===== config.mk =====
export PLATFORM = sky130hd
export DESIGN_NAME = dcp_param_map
export DESIGN_NICKNAME = d
export VERILOG_FILES = /design/src/dcp_cmd_edge.v /design/src/dcp_param_map.v
export VERILOG_INCLUDE_DIRS = /design/src
export SDC_FILE = /design/constraint.sdc
export NUM_CORES = 1
export LEC_CHECK = 0
export ABC_AREA = 1
export BUFFER_PORTS_ARGS = -buffer_cell sky130_fd_sc_hd__buf_2
export CAP_MARGIN = 40
export CORE_ASPECT_RATIO = 0.7
export CORE_MARGIN = 5
export CORE_UTILIZATION = 30
export CTS_CLUSTER_DIAMETER = 60
export CTS_CLUSTER_SIZE = 10
export DETAILED_ROUTE_END_ITERATION = 10
export GPL_ROUTABILITY_DRIVEN = 0
export HOLD_SLACK_MARGIN = 0.03
export SLEW_MARGIN = 20
export SYNTH_ARGS = -nofsm -noshare
export SYNTH_HDL_FRONTEND = slang
export SYNTH_SLANG_ARGS = --single-unit

===== constraint.sdc =====
create_clock -name clk_sys -period 2.9 [get_ports clk_sys]
set_input_delay 0.58 -clock clk_sys [delete_from_list [all_inputs] [get_ports clk_sys]]
set_output_delay 0.58 -clock clk_sys [all_outputs]
set_load 0.05 [all_outputs]

===== src/dcp_param_regs.vh =====
`ifndef DCP_PARAM_REGS_VH
`define DCP_PARAM_REGS_VH

// Word addresses of the common area
`define DCP_ADDR_POWER_RATING    16'h0000
`define DCP_ADDR_SUPPLY_CLASS    16'h0001
`define DCP_ADDR_FW_VERSION      16'h0002
`define DCP_ADDR_PARAM_LOCK      16'h0003
`define DCP_ADDR_FREQ_SETPOINT   16'h0004
`define DCP_ADDR_RUN_CONTROL     16'h0005
`define DCP_ADDR_RAMP_UP         16'h0006
`define DCP_ADDR_RAMP_DOWN       16'h0007
`define DCP_ADDR_OUT_CURRENT     16'h0008
`define DCP_ADDR_OUT_FREQUENCY   16'h0009
`define DCP_ADDR_DRIVE_STATE     16'h000D
`define DCP_ADDR_FAULT_CAUSE     16'h000E
`define DCP_ADDR_INPUT_PINS      16'h000F

// Run control word fields
`define DCP_RUN_STOP_BIT         0
`define DCP_RUN_FWD_BIT          1
`define DCP_RUN_REV_BIT          2
`define DCP_RUN_FRESET_BIT       3
`define DCP_RUN_ESTOP_BIT        4
`define DCP_RUN_CMD_WIDTH        5
`define DCP_RUN_SRC_LSB          6
`define DCP_RUN_SRC_MSB          7
`define DCP_FREQ_SRC_LSB         8
`define DCP_FREQ_SRC_MSB         12

// Run source codes
`define DCP_RUN_SRC_TERMINAL     2'h0
`define DCP_RUN_SRC_KEYPAD       2'h1
`define DCP_RUN_SRC_SERIAL       2'h3

// Frequency source codes
`define DCP_FREQ_SRC_SERIAL      5'h13

// Drive state word fields
`define DCP_STATE_LATCH_FWD_BIT  11
`define DCP_STATE_LATCH_REV_BIT  12

// Fault cause word fields
`define DCP_FAULT_GROUND_BIT     5
`define DCP_FAULT_NV_WRITE_BIT   11
`define DCP_FAULT_UNDERVOLT_BIT  15

// Reset values
`define DCP_RESET_PARAM_LOCK     16'h0000
`define DCP_RESET_RAMP_UP        16'h0032
`define DCP_RESET_RAMP_DOWN      16'h0064
`define DCP_RESET_CMD_BITS       5'h00

// Largest ramp time accepted, 6000.0 s in 0.1 s steps
`define DCP_RAMP_MAX             16'hEA60

// Version code, value arbitrary
`define DCP_FW_VERSION_CODE      16'h0012

`endif

===== src/dcp_cmd_edge.v =====
// Holds the host-written command bits and pulses each 0->1 transition
`include "dcp_param_regs.vh"
module dcp_cmd_edge (
	input  wire                           clk_sys,
	input  wire                           resetn,
	input  wire                           wr_stb,
	input  wire [`DCP_RUN_CMD_WIDTH-1:0]  wr_bits,
	output reg  [`DCP_RUN_CMD_WIDTH-1:0]  cmd_bits,
	output reg  [`DCP_RUN_CMD_WIDTH-1:0]  cmd_pulse
);

	genvar i;

	generate
		for (i = 0; i < `DCP_RUN_CMD_WIDTH; i = i + 1) begin : g_bit
			always @(posedge clk_sys or negedge resetn) begin
				if (!resetn) begin
					cmd_bits[i]  <= 1'b0;
					cmd_pulse[i] <= 1'b0;
				end else begin
					// Only a rising transition acts; holding the bit at one repeats nothing
					cmd_pulse[i] <= wr_stb & wr_bits[i] & ~cmd_bits[i]; // RQ4 RQ5
					if (wr_stb) begin
						cmd_bits[i] <= wr_bits[i];
					end
				end
			end
		end
	endgenerate

endmodule // dcp_cmd_edge


===== src/dcp_param_map.v =====
// What this block does
// RQ1 - Common words sit at fixed addresses for every power rating.
// RQ2 - Capacity word reports rating code, FFFF smallest up to 000B largest.
// RQ3 - Frequency setpoint in 0.01 Hz steps, clamped between start and maximum.
// RQ4 - Rising write on run bits 0,1,2 requests stop, forward, reverse; readable.
// RQ5 - Rising write on bit 3 resets fault, bit 4 emergency stop; write-only.
// RQ6 - Run word bits 6-7 report active run command source.
// RQ7 - Run word bits 8-12 report active frequency command source code.
// RQ8 - Ramp up and ramp down times are read/write, 0.1 second units.
// RQ9 - State word bits 0-2 stopped/forward/reverse, bit 8 stopping.
// RQ10 - State bits 11-12 latched run commands, 13-14 remote control flags.
// RQ11 - Fault word has one bit per trip cause, bit 5 ground fault.
// RQ12 - Fault bit 11 nonvolatile write error, bit 15 undervoltage trip.
// RQ13 - Written values act at once and return to defaults on reset.
// RQ14 - Firmware version word is presented in hexadecimal form.
// RQ15 - Unused or reserved bits read zero and ignore writes.
`include "dcp_param_regs.vh"

module dcp_param_map (
	input  wire        clk_sys,
	input  wire        resetn,
	// Host word access
	input  wire [15:0] host_addr,
	input  wire        host_rd,
	input  wire        host_wr,
	input  wire [15:0] host_wdata,
	output reg  [15:0] host_rdata,
	output reg         host_ack,
	output reg         host_err_addr,
	output reg         host_err_write,
	output reg         host_err_data,
	// Drive controller identity and settings
	input  wire [15:0] power_rating_code,
	input  wire        supply_class,
	input  wire        param_unlocked,
	input  wire [15:0] freq_command_raw,
	input  wire [15:0] start_frequency,
	input  wire [15:0] max_frequency,
	input  wire [1:0]  run_source,
	input  wire [4:0]  freq_source,
	// Drive controller measurements and state
	input  wire [15:0] output_current_meas,
	input  wire [15:0] output_frequency_meas,
	input  wire        running_fwd,
	input  wire        running_rev,
	input  wire        drive_tripped,
	input  wire        accelerating,
	input  wire        decelerating,
	input  wire        speed_arrival,
	input  wire        dc_braking,
	input  wire        stopping,
	input  wire        brake_open,
	// Trip causes from the drive controller
	input  wire        overcurrent_trip,
	input  wire        overvoltage_trip,
	input  wire        external_trip_a,
	input  wire        output_block_trip,
	input  wire        current_limit_trip,
	input  wire        ground_fault_trip,
	input  wire        heatsink_overheat_trip,
	input  wire        motor_thermal_trip,
	input  wire        overload_trip,
	input  wire        hardware_diagnostic_trip,
	input  wire        external_trip_b,
	input  wire        nonvolatile_write_error,
	input  wire        cooling_fan_error,
	input  wire        phase_loss_trip,
	input  wire        drive_overload_trip,
	input  wire        undervoltage_trip,
	// Input terminal pins, asynchronous
	input  wire [7:0]  input_pins,
	// Commands toward the drive controller
	output wire        stop_req,
	output wire        fwd_run_req,
	output wire        rev_run_req,
	output wire        fault_reset_req,
	output wire        estop_req,
	output reg  [15:0] ramp_up_time,
	output reg  [15:0] ramp_down_time,
	output reg  [15:0] frequency_setpoint
);

	wire [`DCP_RUN_CMD_WIDTH-1:0] cmd_bits;
	wire [`DCP_RUN_CMD_WIDTH-1:0] cmd_pulse;
	reg  [7:0]                    pins_meta;
	reg  [7:0]                    input_pin_state;
	reg                           latched_fwd;
	reg                           latched_rev;
	reg  [15:0]                   read_word;
	reg                           addr_known;
	reg                           addr_writable;
	reg                           data_ok;
	wire                          wr_go;
	wire                          run_wr_stb;
	wire                          remote_run_stop_flag;
	wire                          remote_frequency_flag;
	wire [15:0]                   run_control_word;
	wire [15:0]                   drive_state_word;
	wire [15:0]                   fault_cause_flags;
	wire [15:0]                   supply_class_word;
	wire [15:0]                   param_lock_word;
	wire [15:0]                   input_pin_word;
	wire                          host_req;
	wire                          wr_ramp_up;
	wire                          wr_ramp_down;

	// Pins come from outside the clock domain
	// Only the second stage is read, so a metastable first stage never reaches the decode
	always @(posedge clk_sys or negedge resetn) begin
		if (!resetn) begin
			pins_meta       <= 8'h00;
			input_pin_state <= 8'h00;
		end else begin
			pins_meta       <= input_pins;
			input_pin_state <= pins_meta;
		end
	end

	// Clamp the commanded frequency; if the limits cross, a command above the maximum gets the maximum, any other the start
	always @(posedge clk_sys or negedge resetn) begin
		if (!resetn) begin
			frequency_setpoint <= 16'h0000;
		end else if (freq_command_raw > max_frequency) begin
			frequency_setpoint <= max_frequency; // RQ3
		end else if (freq_command_raw < start_frequency) begin
			frequency_setpoint <= start_frequency; // RQ3
		end else begin
			frequency_setpoint <= freq_command_raw; // RQ3
		end
	end

	// A refused write, by address or by range, changes no setting or command; only the ack, the read data and the error flags respond
	assign host_req     = host_rd | host_wr;
	assign wr_go        = host_wr & addr_writable & data_ok;
	assign run_wr_stb   = wr_go & (host_addr == `DCP_ADDR_RUN_CONTROL);
	assign wr_ramp_up   = wr_go & (host_addr == `DCP_ADDR_RAMP_UP);
	assign wr_ramp_down = wr_go & (host_addr == `DCP_ADDR_RAMP_DOWN);

	// Stored bits let a repeated write of the same value pass without a second request
	dcp_cmd_edge u_cmd_edge (
		.clk_sys   (clk_sys),
		.resetn    (resetn),
		.wr_stb    (run_wr_stb),
		.wr_bits   (host_wdata[`DCP_RUN_CMD_WIDTH-1:0]),
		.cmd_bits  (cmd_bits),
		.cmd_pulse (cmd_pulse)
	);

	// Each request stands one cycle; the drive controller must act on it then
	assign stop_req        = cmd_pulse[`DCP_RUN_STOP_BIT]; // RQ4
	assign fwd_run_req     = cmd_pulse[`DCP_RUN_FWD_BIT]; // RQ4
	assign rev_run_req     = cmd_pulse[`DCP_RUN_REV_BIT]; // RQ4
	assign fault_reset_req = cmd_pulse[`DCP_RUN_FRESET_BIT]; // RQ5
	assign estop_req       = cmd_pulse[`DCP_RUN_ESTOP_BIT]; // RQ5

	// Stop and emergency stop take priority so a write that raises either along with a run bit never leaves a run latched
	always @(posedge clk_sys or negedge resetn) begin
		if (!resetn) begin
			latched_fwd <= 1'b0;
			latched_rev <= 1'b0;
		end else if (stop_req | estop_req) begin
			latched_fwd <= 1'b0; // RQ10
			latched_rev <= 1'b0; // RQ10
		end else if (fwd_run_req) begin
			latched_fwd <= 1'b1; // RQ10
			latched_rev <= 1'b0;
		end else if (rev_run_req) begin
			latched_fwd <= 1'b0;
			latched_rev <= 1'b1; // RQ10
		end
	end

	// Ramp times revert to defaults on any reset
	always @(posedge clk_sys or negedge resetn) begin
		if (!resetn) begin
			ramp_up_time   <= `DCP_RESET_RAMP_UP; // RQ13
			ramp_down_time <= `DCP_RESET_RAMP_DOWN; // RQ13
		end else begin
			if (wr_ramp_up) begin
				ramp_up_time <= host_wdata; // RQ8
			end
			if (wr_ramp_down) begin
				ramp_down_time <= host_wdata; // RQ8
			end
		end
	end

	// Remote means the serial link owns the source, not the keypad or the terminals
	assign remote_run_stop_flag  = (run_source == `DCP_RUN_SRC_SERIAL);
	assign remote_frequency_flag = (freq_source == `DCP_FREQ_SRC_SERIAL);

	// Bits 3-4 are write-only, bits 5 and 13-15 unused: all read zero
	assign run_control_word[`DCP_RUN_REV_BIT:`DCP_RUN_STOP_BIT] = cmd_bits[`DCP_RUN_REV_BIT:`DCP_RUN_STOP_BIT]; // RQ4
	assign run_control_word[5:3] = 3'h0; // RQ5 RQ15
	assign run_control_word[`DCP_RUN_SRC_MSB:`DCP_RUN_SRC_LSB] = run_source; // RQ6
	assign run_control_word[`DCP_FREQ_SRC_MSB:`DCP_FREQ_SRC_LSB] = freq_source; // RQ7
	assign run_control_word[15:13] = 3'h0; // RQ15

	// State word; bits 9 and 15 carry nothing
	assign drive_state_word[0]                        = ~(running_fwd | running_rev); // RQ9
	assign drive_state_word[1]                        = running_fwd; // RQ9
	assign drive_state_word[2]                        = running_rev; // RQ9
	assign drive_state_word[3]                        = drive_tripped;
	assign drive_state_word[4]                        = accelerating;
	assign drive_state_word[5]                        = decelerating;
	assign drive_state_word[6]                        = speed_arrival;
	assign drive_state_word[7]                        = dc_braking;
	assign drive_state_word[8]                        = stopping; // RQ9
	assign drive_state_word[9]                        = 1'b0; // RQ15
	assign drive_state_word[10]                       = brake_open;
	assign drive_state_word[`DCP_STATE_LATCH_FWD_BIT] = latched_fwd; // RQ10
	assign drive_state_word[`DCP_STATE_LATCH_REV_BIT] = latched_rev; // RQ10
	assign drive_state_word[13]                       = remote_run_stop_flag; // RQ10
	assign drive_state_word[14]                       = remote_frequency_flag; // RQ10
	assign drive_state_word[15]                       = 1'b0; // RQ15

	// One bit per trip cause, passed as the drive controller reports it
	assign fault_cause_flags[0]                        = overcurrent_trip; // RQ11
	assign fault_cause_flags[1]                        = overvoltage_trip; // RQ11
	assign fault_cause_flags[2]                        = external_trip_a; // RQ11
	assign fault_cause_flags[3]                        = output_block_trip;
	assign fault_cause_flags[4]                        = current_limit_trip;
	assign fault_cause_flags[`DCP_FAULT_GROUND_BIT]    = ground_fault_trip; // RQ11
	assign fault_cause_flags[6]                        = heatsink_overheat_trip; // RQ11
	assign fault_cause_flags[7]                        = motor_thermal_trip;
	assign fault_cause_flags[8]                        = overload_trip; // RQ11
	assign fault_cause_flags[9]                        = hardware_diagnostic_trip;
	assign fault_cause_flags[10]                       = external_trip_b; // RQ11
	assign fault_cause_flags[`DCP_FAULT_NV_WRITE_BIT]  = nonvolatile_write_error; // RQ12
	assign fault_cause_flags[12]                       = cooling_fan_error;
	assign fault_cause_flags[13]                       = phase_loss_trip;
	assign fault_cause_flags[14]                       = drive_overload_trip;
	assign fault_cause_flags[`DCP_FAULT_UNDERVOLT_BIT] = undervoltage_trip; // RQ12

	// Only the low bits of these words carry information
	assign supply_class_word[15:1] = 15'h0000; // RQ15
	assign supply_class_word[0]    = supply_class;

	assign param_lock_word[15:1]   = 15'h0000; // RQ15
	assign param_lock_word[0]      = param_unlocked;

	assign input_pin_word[15:8]    = 8'h00; // RQ15
	assign input_pin_word[7:0]     = input_pin_state;

	// Address decode; the map is the same whatever rating is strapped
	always @* begin
		read_word     = 16'h0000;
		addr_known    = 1'b1;
		addr_writable = 1'b0;
		data_ok       = 1'b1;
		if (host_addr == `DCP_ADDR_POWER_RATING) begin // RQ1
			read_word = power_rating_code; // RQ2
		end else if (host_addr == `DCP_ADDR_SUPPLY_CLASS) begin
			read_word = supply_class_word;
		end else if (host_addr == `DCP_ADDR_FW_VERSION) begin
			read_word = `DCP_FW_VERSION_CODE; // RQ14
		end else if (host_addr == `DCP_ADDR_PARAM_LOCK) begin
			read_word = param_lock_word;
		end else if (host_addr == `DCP_ADDR_FREQ_SETPOINT) begin
			read_word = frequency_setpoint; // RQ3
		end else if (host_addr == `DCP_ADDR_RUN_CONTROL) begin
			read_word     = run_control_word;
			addr_writable = 1'b1; // RQ4 RQ5
		end else if (host_addr == `DCP_ADDR_RAMP_UP) begin
			// Only the ramp words are range checked; an out-of-range time leaves the old one
			read_word     = ramp_up_time; // RQ8
			addr_writable = 1'b1;
			data_ok       = (host_wdata <= `DCP_RAMP_MAX);
		end else if (host_addr == `DCP_ADDR_RAMP_DOWN) begin
			read_word     = ramp_down_time; // RQ8
			addr_writable = 1'b1;
			data_ok       = (host_wdata <= `DCP_RAMP_MAX);
		end else if (host_addr == `DCP_ADDR_OUT_CURRENT) begin
			read_word = output_current_meas;
		end else if (host_addr == `DCP_ADDR_OUT_FREQUENCY) begin
			read_word = output_frequency_meas;
		end else if (host_addr == `DCP_ADDR_DRIVE_STATE) begin
			read_word = drive_state_word; // RQ9
		end else if (host_addr == `DCP_ADDR_FAULT_CAUSE) begin
			read_word = fault_cause_flags; // RQ11
		end else if (host_addr == `DCP_ADDR_INPUT_PINS) begin
			read_word = input_pin_word; // RQ15
		end else begin
			addr_known = 1'b0;
		end
	end

	// Answer one cycle after the request; a write returns the word as it was before
	// Refused requests are answered too, so the host never waits for a reply that is lost
	always @(posedge clk_sys or negedge resetn) begin
		if (!resetn) begin
			host_rdata     <= 16'h0000;
			host_ack       <= 1'b0;
			host_err_addr  <= 1'b0;
			host_err_write <= 1'b0;
			host_err_data  <= 1'b0;
		end else begin
			host_ack       <= host_req;
			host_rdata     <= (addr_known & host_req) ? read_word : 16'h0000;
			host_err_addr  <= host_req & ~addr_known;
			host_err_write <= host_wr & addr_known & ~addr_writable;
			host_err_data  <= host_wr & addr_writable & ~data_ok;
		end
	end

endmodule // dcp_param_map


==> flow_summary_export.csv, run 1 <==
group,metric,value,unit
status,status,"completed",
sta,slew_viol_final,0,
global_route,grt_max_degree,55,
yosys,ys_top_cells_by_area,"dfrtp_1, nand2_1, ha_1",
sta,grt_setup_unrepaired,"false",
yosys,synth_seq_cells,96,
drt,vias,6537,
setup_path,rrSetupSlack,1620,ps
global_route,track_usage,20.01,%
finish,fill_cells,2134,
power,power.leakage,4.420,nW
drt,wl_per_cell,17.63,um
floorplan,initial_utilization,30.56,%
sta,fmax,415.6,MHz
sta,fin_crit_sh,82.96,%
yosys,synth_edf_count,0,
power,pwr-share-comb,19.3,%
clocking,clkSinkCount,96,
setup_path,rr_startpoint,"latched_rev",
floorplan,die_y,128.8,um
sta,tightest_slew,587.4,ps
setup_path,r2r_cells,10,
global_route,first_global_vias,6298,
yosys,synth_cell_types,43,
yosys,ys_seq_area_share,39.83,%
clocking,post_cts_buffers,0,
clocking,root_buffer,"clkbuf_16",
setup_path,crit_path_end_kind,"flip-flop",
power,power_frac_clock,36.4,%
global_route,met3_usage,4.860,%
power,ir_drop,232.6,uV
global_route,grt_first_pass_wirelength,35870,um
clocking,clkTransAtPathRegs,70,ps
setup_path,r2r-end,"host_rdata[12]",
finish,drive_gt1_share,30.57,%
sta,setup_tns,0,ps
power,power,3.241,mW
floorplan,rows,43,
global_route,gr-total-overflow,0,
drt,wirelength,23680,um
sta,final-setup-viol-count,0,
clocking,h-tree-depth,3,
floorplan,core,19800,sq um
clocking,ctsHoldBuffers,0,
setup_path,critical_path_class,"primary input to flip-flop",
finish,final_common_cell,"buf_2",
finish,most-common-layout-cells,"buf_2, nand2_1, nor2_1",
yosys,syn_nets,1025,
setup_path,crit_fanout,15,
global_route,grt_use_met1,30.38,%
yosys,synth_area,6051,sq um
clocking,cts_buffers,9,
worst_hold_path,hold_class,"primary input to async pin",
global_route,grt.busiest_layer,"met1",
power,internal_power,2.272,mW
global_route,antenna_found_initial,0,
yosys,synthDominantCellAreaShare,37.22,%
drt,ant_nets,0,
clocking,cts_resized,0,
yosys,yosysWarnings,0,
setup_path,cp-start-kind,"primary input",
drt,drc_errors,0,
sta,slew_headroom,60.71,%
global_route,met2_usage,28.55,%
yosys,synth_flop_cell,"dfrtp_1",
power,pwr-share-seq,44.2,%
finish,diodes,0,
sta,whs,235.5,ps
yosys,avgSynthCellArea,7.379,sq um
clocking,cts_tree,"yes",
power,sw_frac_of_total,29.90,%
power,p_sw,0.9689,mW
drt,drt-initial-drc-count,516,
placed_design,post-dp-hpwl,19870,um
setup_path,cp_data_arrival_time,2670,ps
sta,finalHoldViolCount,0,
job,maxCapViolations,0,
placed_design,numPortBuffers,246,
finish,area_growth,31.49,%
power,p_per_area,407.3,nW/um^2
floorplan,die-area,23150,sq um
drt,first_pass_iters,5,
setup_path,required,3160,ps
yosys,syn_inst,820,
yosys,synth_area_leader_cell,"dfrtp_1",
drt,via_per_inst,4.867,
clocking,cts_buffer_depth,2,
sta,fin_worst_skew,7.196,ps
floorplan,io_pins,247,
floorplan,die_x,179.7,um
clocking,clk_latency,340,ps
finish,nets,1273,
sta,period_needed,2406,ps
yosys,async_reset_ff_share,100.0,%
==> through the flow <==
step / instance area, sq um / std cells / utilization (%) / setup slack, ps
2_1_floorplan: 6051 / 820 / - / 744.3
3_3_place_gp: 7670 / 1327 / 38.74 / 152.5
3_5_place_dp: 7670 / 1327 / 38.74 / 130.5
4_1_cts: 7956 / 1343 / 40.19 / 486.8
5_1_grt: 7956 / 1343 / 40.19 / 244.0
6_report: 7956 / 1343 / 40.19 / 494.0
==> worst max-delay path, cell delays in order <==
cell and delay, ps:
buf_2 160, nor2_2 230, nand3_2 170, nor2_4 220, nand2_2 220, nand2_2 230
inv_2 110, nand3_1 80, nand2_1 60, nand2_1 80, nand2_1 60, nand2_1 60
nand2_1 110, nand2_1 110, nand2_1 60, a21oi_1 140
==> Yosys cell counts (4+ instances only) <==
| library cell | n |
|---|---|
| inv_1 | 87 |
| a31oi_1 | 17 |
| buf_2 | 12 |
| nand2_2 | 7 |
| or2_0 | 4 |
| a21oi_1 | 53 |
| nor2_4 | 6 |
| o21ai_0 | 15 |
| nor3_2 | 6 |
| inv_2 | 6 |
| dfrtp_1 | 90 |
| ha_1 | 31 |
| nand3b_1 | 4 |
| nand4_1 | 12 |
| nand2_1 | 205 |
| o211ai_1 | 5 |
| dfstp_2 | 6 |
| nand3_2 | 6 |
| nand3_1 | 55 |
| nor2_1 | 94 |
| nor2_2 | 5 |
| nor3_1 | 14 |
| clkbuf_1 | 9 |
| o21ai_1 | 42 |
==> sequential cells by signal, summed over array words and instances (netlist names) <==
name and count:
frequency_setpoint 16, host_rdata 16, ramp_down_time 16, ramp_up_time 16
input_pin_state 8, pins_meta 8, u_cmd_edge.cmd_bits 5, u_cmd_edge.cmd_pulse 5
host_ack 1, host_err_addr 1, host_err_data 1, host_err_write 1
latched_fwd 1, latched_rev 1
==> cell families after synthesis <==
logic type,after synthesis,synth area share (%)
flops,96,39.83
fa+ha+maj,31,6.410
compound gates,142,12.84
simple gates,431,33.06
buf+inv,120,7.858
==> metal layers <==
metal / wire [um] / up-vias
met5: 0 / -
met4: 452 / 0
met3: 1921 / 32
met2: 9786 / 304
met1: 11520 / 2998
li1: - / 3203
==> power groups by stage <==
stage	Combinational, mW	Clock [mW]	Sequential, mW
after floorplan	0.189	0	1.58
after global placement	0.622	0	1.46
after detailed placement	0.627	0	1.46
after CTS	0.629	1.21	1.43
after global routing	0.686	1.26	1.44
final	0.627	1.18	1.43
==> area by class of cell <==
cell class              instances  area (sq um)  share of cell area [%]
clock buffers                  13         240.2                   3.019
clock inverters                 3         46.29                  0.5819
inverters                      94         355.3                   4.466
multi-input cells             604          3168                   39.82
flip-flops and latches         96          2410                   30.29
well taps                     270         337.8                   4.246
repair buffers                263          1399                   17.58
==> worst max-delay path by stage <==
stage | startpoint | end | slack (ps) | cells after the start
finish | host_addr[0] | host_rdata[10] | 490 | 16
global route | host_addr[13] | host_rdata[10] | 240 | 17
CTS | host_addr[15] | host_rdata[12] | 490 | 17
detailed placement | host_addr[15] | host_rdata[12] | 130 | 17
global placement | host_addr[15] | host_rdata[12] | 150 | 17
floorplan | start_frequency[11] | frequency_setpoint[10] | 740 | 9
Power figures use the tool's default switching activity.
==> inputs of run 2 (changes only) <==
==> constraint.sdc (replaced) <==
create_clock -name clk_sys -period 1.9 [get_ports clk_sys]
set_input_delay 0.38 -clock clk_sys [delete_from_list [all_inputs] [get_ports clk_sys]]
set_output_delay 0.38 -clock clk_sys [all_outputs]
set_load 0.05 [all_outputs]
==> run 2 against run 1 <==
Non-clock buffer count increased by 96. Worst setup slack got worse by 380 ps. Sequential share of layout area decreased by 3.5 points. Sequential power increased by 53%. Wire length increased by 3.8%. Die area unchanged. Flip-flop and latch count unchanged. Highest routed layer unchanged. Register-to-register slack got worse by 1100 ps. First-iteration DRC count decreased by 7.6%. Total power increased by 63%. Via count increased by 5.3%.
==> flow_summary_export.csv, run 2 (synthesized netlist as in run 1, its figures left out) <==
group,metric,value,unit
sta,fin_ws,112.9,ps
power,sw_frac_of_total,29.72,%
power,p_per_area,586.7,nW/um^2
sta,tightest_slew,391.7,ps
finish,area_growth,48.43,%
setup_path,crit_path_top_delay_cell,"nand3b_1",
setup_path,required,2170,ps
clocking,cts_tree,"yes",
clocking,cts_buffer_depth,2,
power,power_frac_clock,37.5,%
floorplan,die-area,23150,sq um
floorplan,core,19800,sq um
setup_path,max_stage_delay,260,ps
sta,fmax,559.6,MHz
sta,finalHoldViolCount,0,
finish,nets,1369,
clocking,clkSinkCount,96,
finish,drive_gt1_share,37.90,%
global_route,track_usage,20.64,%
drt,drt-initial-drc-count,477,
worst_hold_path,hold_class,"primary input to flip-flop",
global_route,antenna_found_initial,2,
drt,drc_errors,0,
power,internal_power,3.704,mW
sta,fin_crit_sh,94.06,%
clocking,root_buffer,"clkbuf_16",
global_route,grt_first_pass_wirelength,37010,um
sta,slew_viol_final,0,
job,maxCapViolations,0,
setup_path,worst_path_most_repeated_cell,"nand2_1",
global_route,gr-total-overflow,0,
clocking,cts_buffers,9,
sta,period_needed,1787,ps
power,power.leakage,4.981,nW
finish,seq_area,2410,sq um
power,pwr-share-seq,41.5,%
finish,multi_input_area,3261,sq um
drt,first_pass_iters,7,
drt,wirelength,24580,um
placed_design,numPortBuffers,246,
setup_path,cp-start-kind,"primary input",
global_route,grt_max_degree,42,
sta,slew_headroom,73.89,%
drt,ant_nets,0,
power,p_sw,1.566,mW
setup_path,cp_data_arrival_time,2060,ps
floorplan,die_x,179.7,um
floorplan,rows,43,
sta,grt_setup_unrepaired,"true",
global_route,first_global_vias,6624,
setup_path,crit_path_end_kind,"flip-flop",
finish,fill_cells,2077,
power,pwr-share-comb,21.0,%
drt,wl_per_cell,17.06,um
drt,vias,6881,
floorplan,io_pins,247,
clocking,clkTransAtPathRegs,70,ps
finish,finish.utilization,45.36,%
placed_design,post-dp-hpwl,20290,um
finish,most-common-layout-cells,"buf_2, nand2_1, buf_4",
placed_design,pre_cts_ws,-309.3,ps
sta,fin_worst_skew,8.027,ps
setup_path,cp_cell_sequence,"buf_2 -> nor2_4 -> nand2_4 -> nor2_1 -> nand3_2 -> nand3b_1 -> nand3_1 -> nand2_1 -> nand2_1 -> nand2_1 -> nand2_1 -> nand2_1 -> a21oi_1",
clocking,h-tree-depth,3,
status,status,"completed",
finish,final_common_cell,"buf_2",
sta,final-setup-viol-count,0,
clocking,clk_latency,350,ps
floorplan,die_y,128.8,um
setup_path,crit_fanout,8,
setup_path,critical_path_class,"primary input to flip-flop",
power,ir_drop,351.4,uV
drt,via_per_inst,4.775,
floorplan,initial_utilization,30.56,%
==> run 2: changes by cell type in the layout (fill, tap and decap cells not counted), moves of 4 or more <==
cell,before,now
clkbuf_1,4,0
buf_12,3,12
buf_4,15,96
nand2_1,205,200
nand2_2,7,11
==> run 2: metal layers <==
layer  share of wire, %  vias to the layer above  global-route usage (%)
met4                1.9                        0                   4.344
met1                 49                     3180                   31.27
met2                 41                      275                   29.85
met3                8.0                       36                   4.945
li1                   -                     3390                       -
met5                  0                        -                       0
==> run 2: critical path: cells and delay by family <==
kind | cells | cell delay (ps)
AND/OR/NAND/NOR | 11 | 1410
AO/OA/AOI/OAI | 1 | 170
buffers and inverters | 1 | 110
==> run 2: layout make-up <==
class	count	area share (%)
inverter	94	3.984
clock inverter	4	0.6548
multi-input combinational	604	36.31
clock buffer	12	2.967
tap	270	3.761
antenna	2	0.05573
sequential	96	26.83
timing repair buffer	359	25.44
==> run 2: power by group through the flow <==
| stage | Combinational (mW) | Sequential (mW) | Clock [mW] |
|---|---|---|---|
| 4_1_cts | 1.07 | 2.19 | 2.01 |
| 3_5_place_dp | 1.06 | 2.23 | 0 |
| 6_report | 1.10 | 2.19 | 1.98 |
| 5_1_grt | 1.21 | 2.19 | 2.11 |
| 2_1_floorplan | 0.290 | 2.42 | 0 |
| 3_3_place_gp | 1.06 | 2.23 | 0 |
==> run 2: metrics by stage <==
stage / power (mW) / instance area (sq um) / TNS (ps) / std cells / hold slack [ps]
finish: 5.270 / 8981 / 0 / 1441 / 127.0
global route: 5.515 / 8981 / -123.7 / 1441 / 116.1
CTS: 5.274 / 8812 / 0 / 1436 / 114.8
detailed placement: 3.294 / 8477 / -14630 / 1419 / 334.4
global placement: 3.292 / 8477 / -14170 / 1419 / 334.7
floorplan: 2.708 / 6055 / 0 / 820 / 84.41
==> run 2: path summary, 6_finish.rpt <==
path | cells after the start | slack (ps) | endpoint | startpoint
setup / recovery | 13 | 110 | host_rdata[2] | host_addr[6]
hold / removal | 1 | 130 | pins_meta[3] | input_pins[3]
setup reg to reg | 6 | 560 | host_rdata[2] | ramp_down_time[2]
hold reg to reg | 0 | 350 | input_pin_state[0] | pins_meta[0]
max in group asynchronous | 3 | 840 | host_rdata[0] | resetn
min in group asynchronous | 2 | 480 | u_cmd_edge.cmd_pulse[3] | resetn
==> run 2: timing repair <==
| action | CTS | global route |
|---|---|---|
| buffers inserted | 0 | 2 |
| hold endpoints to repair | 22 | 0 |
| setup endpoints to repair | 0 | 62 |
| resized for setup | 0 | 27 |
| hold buffers | 1 | 0 |
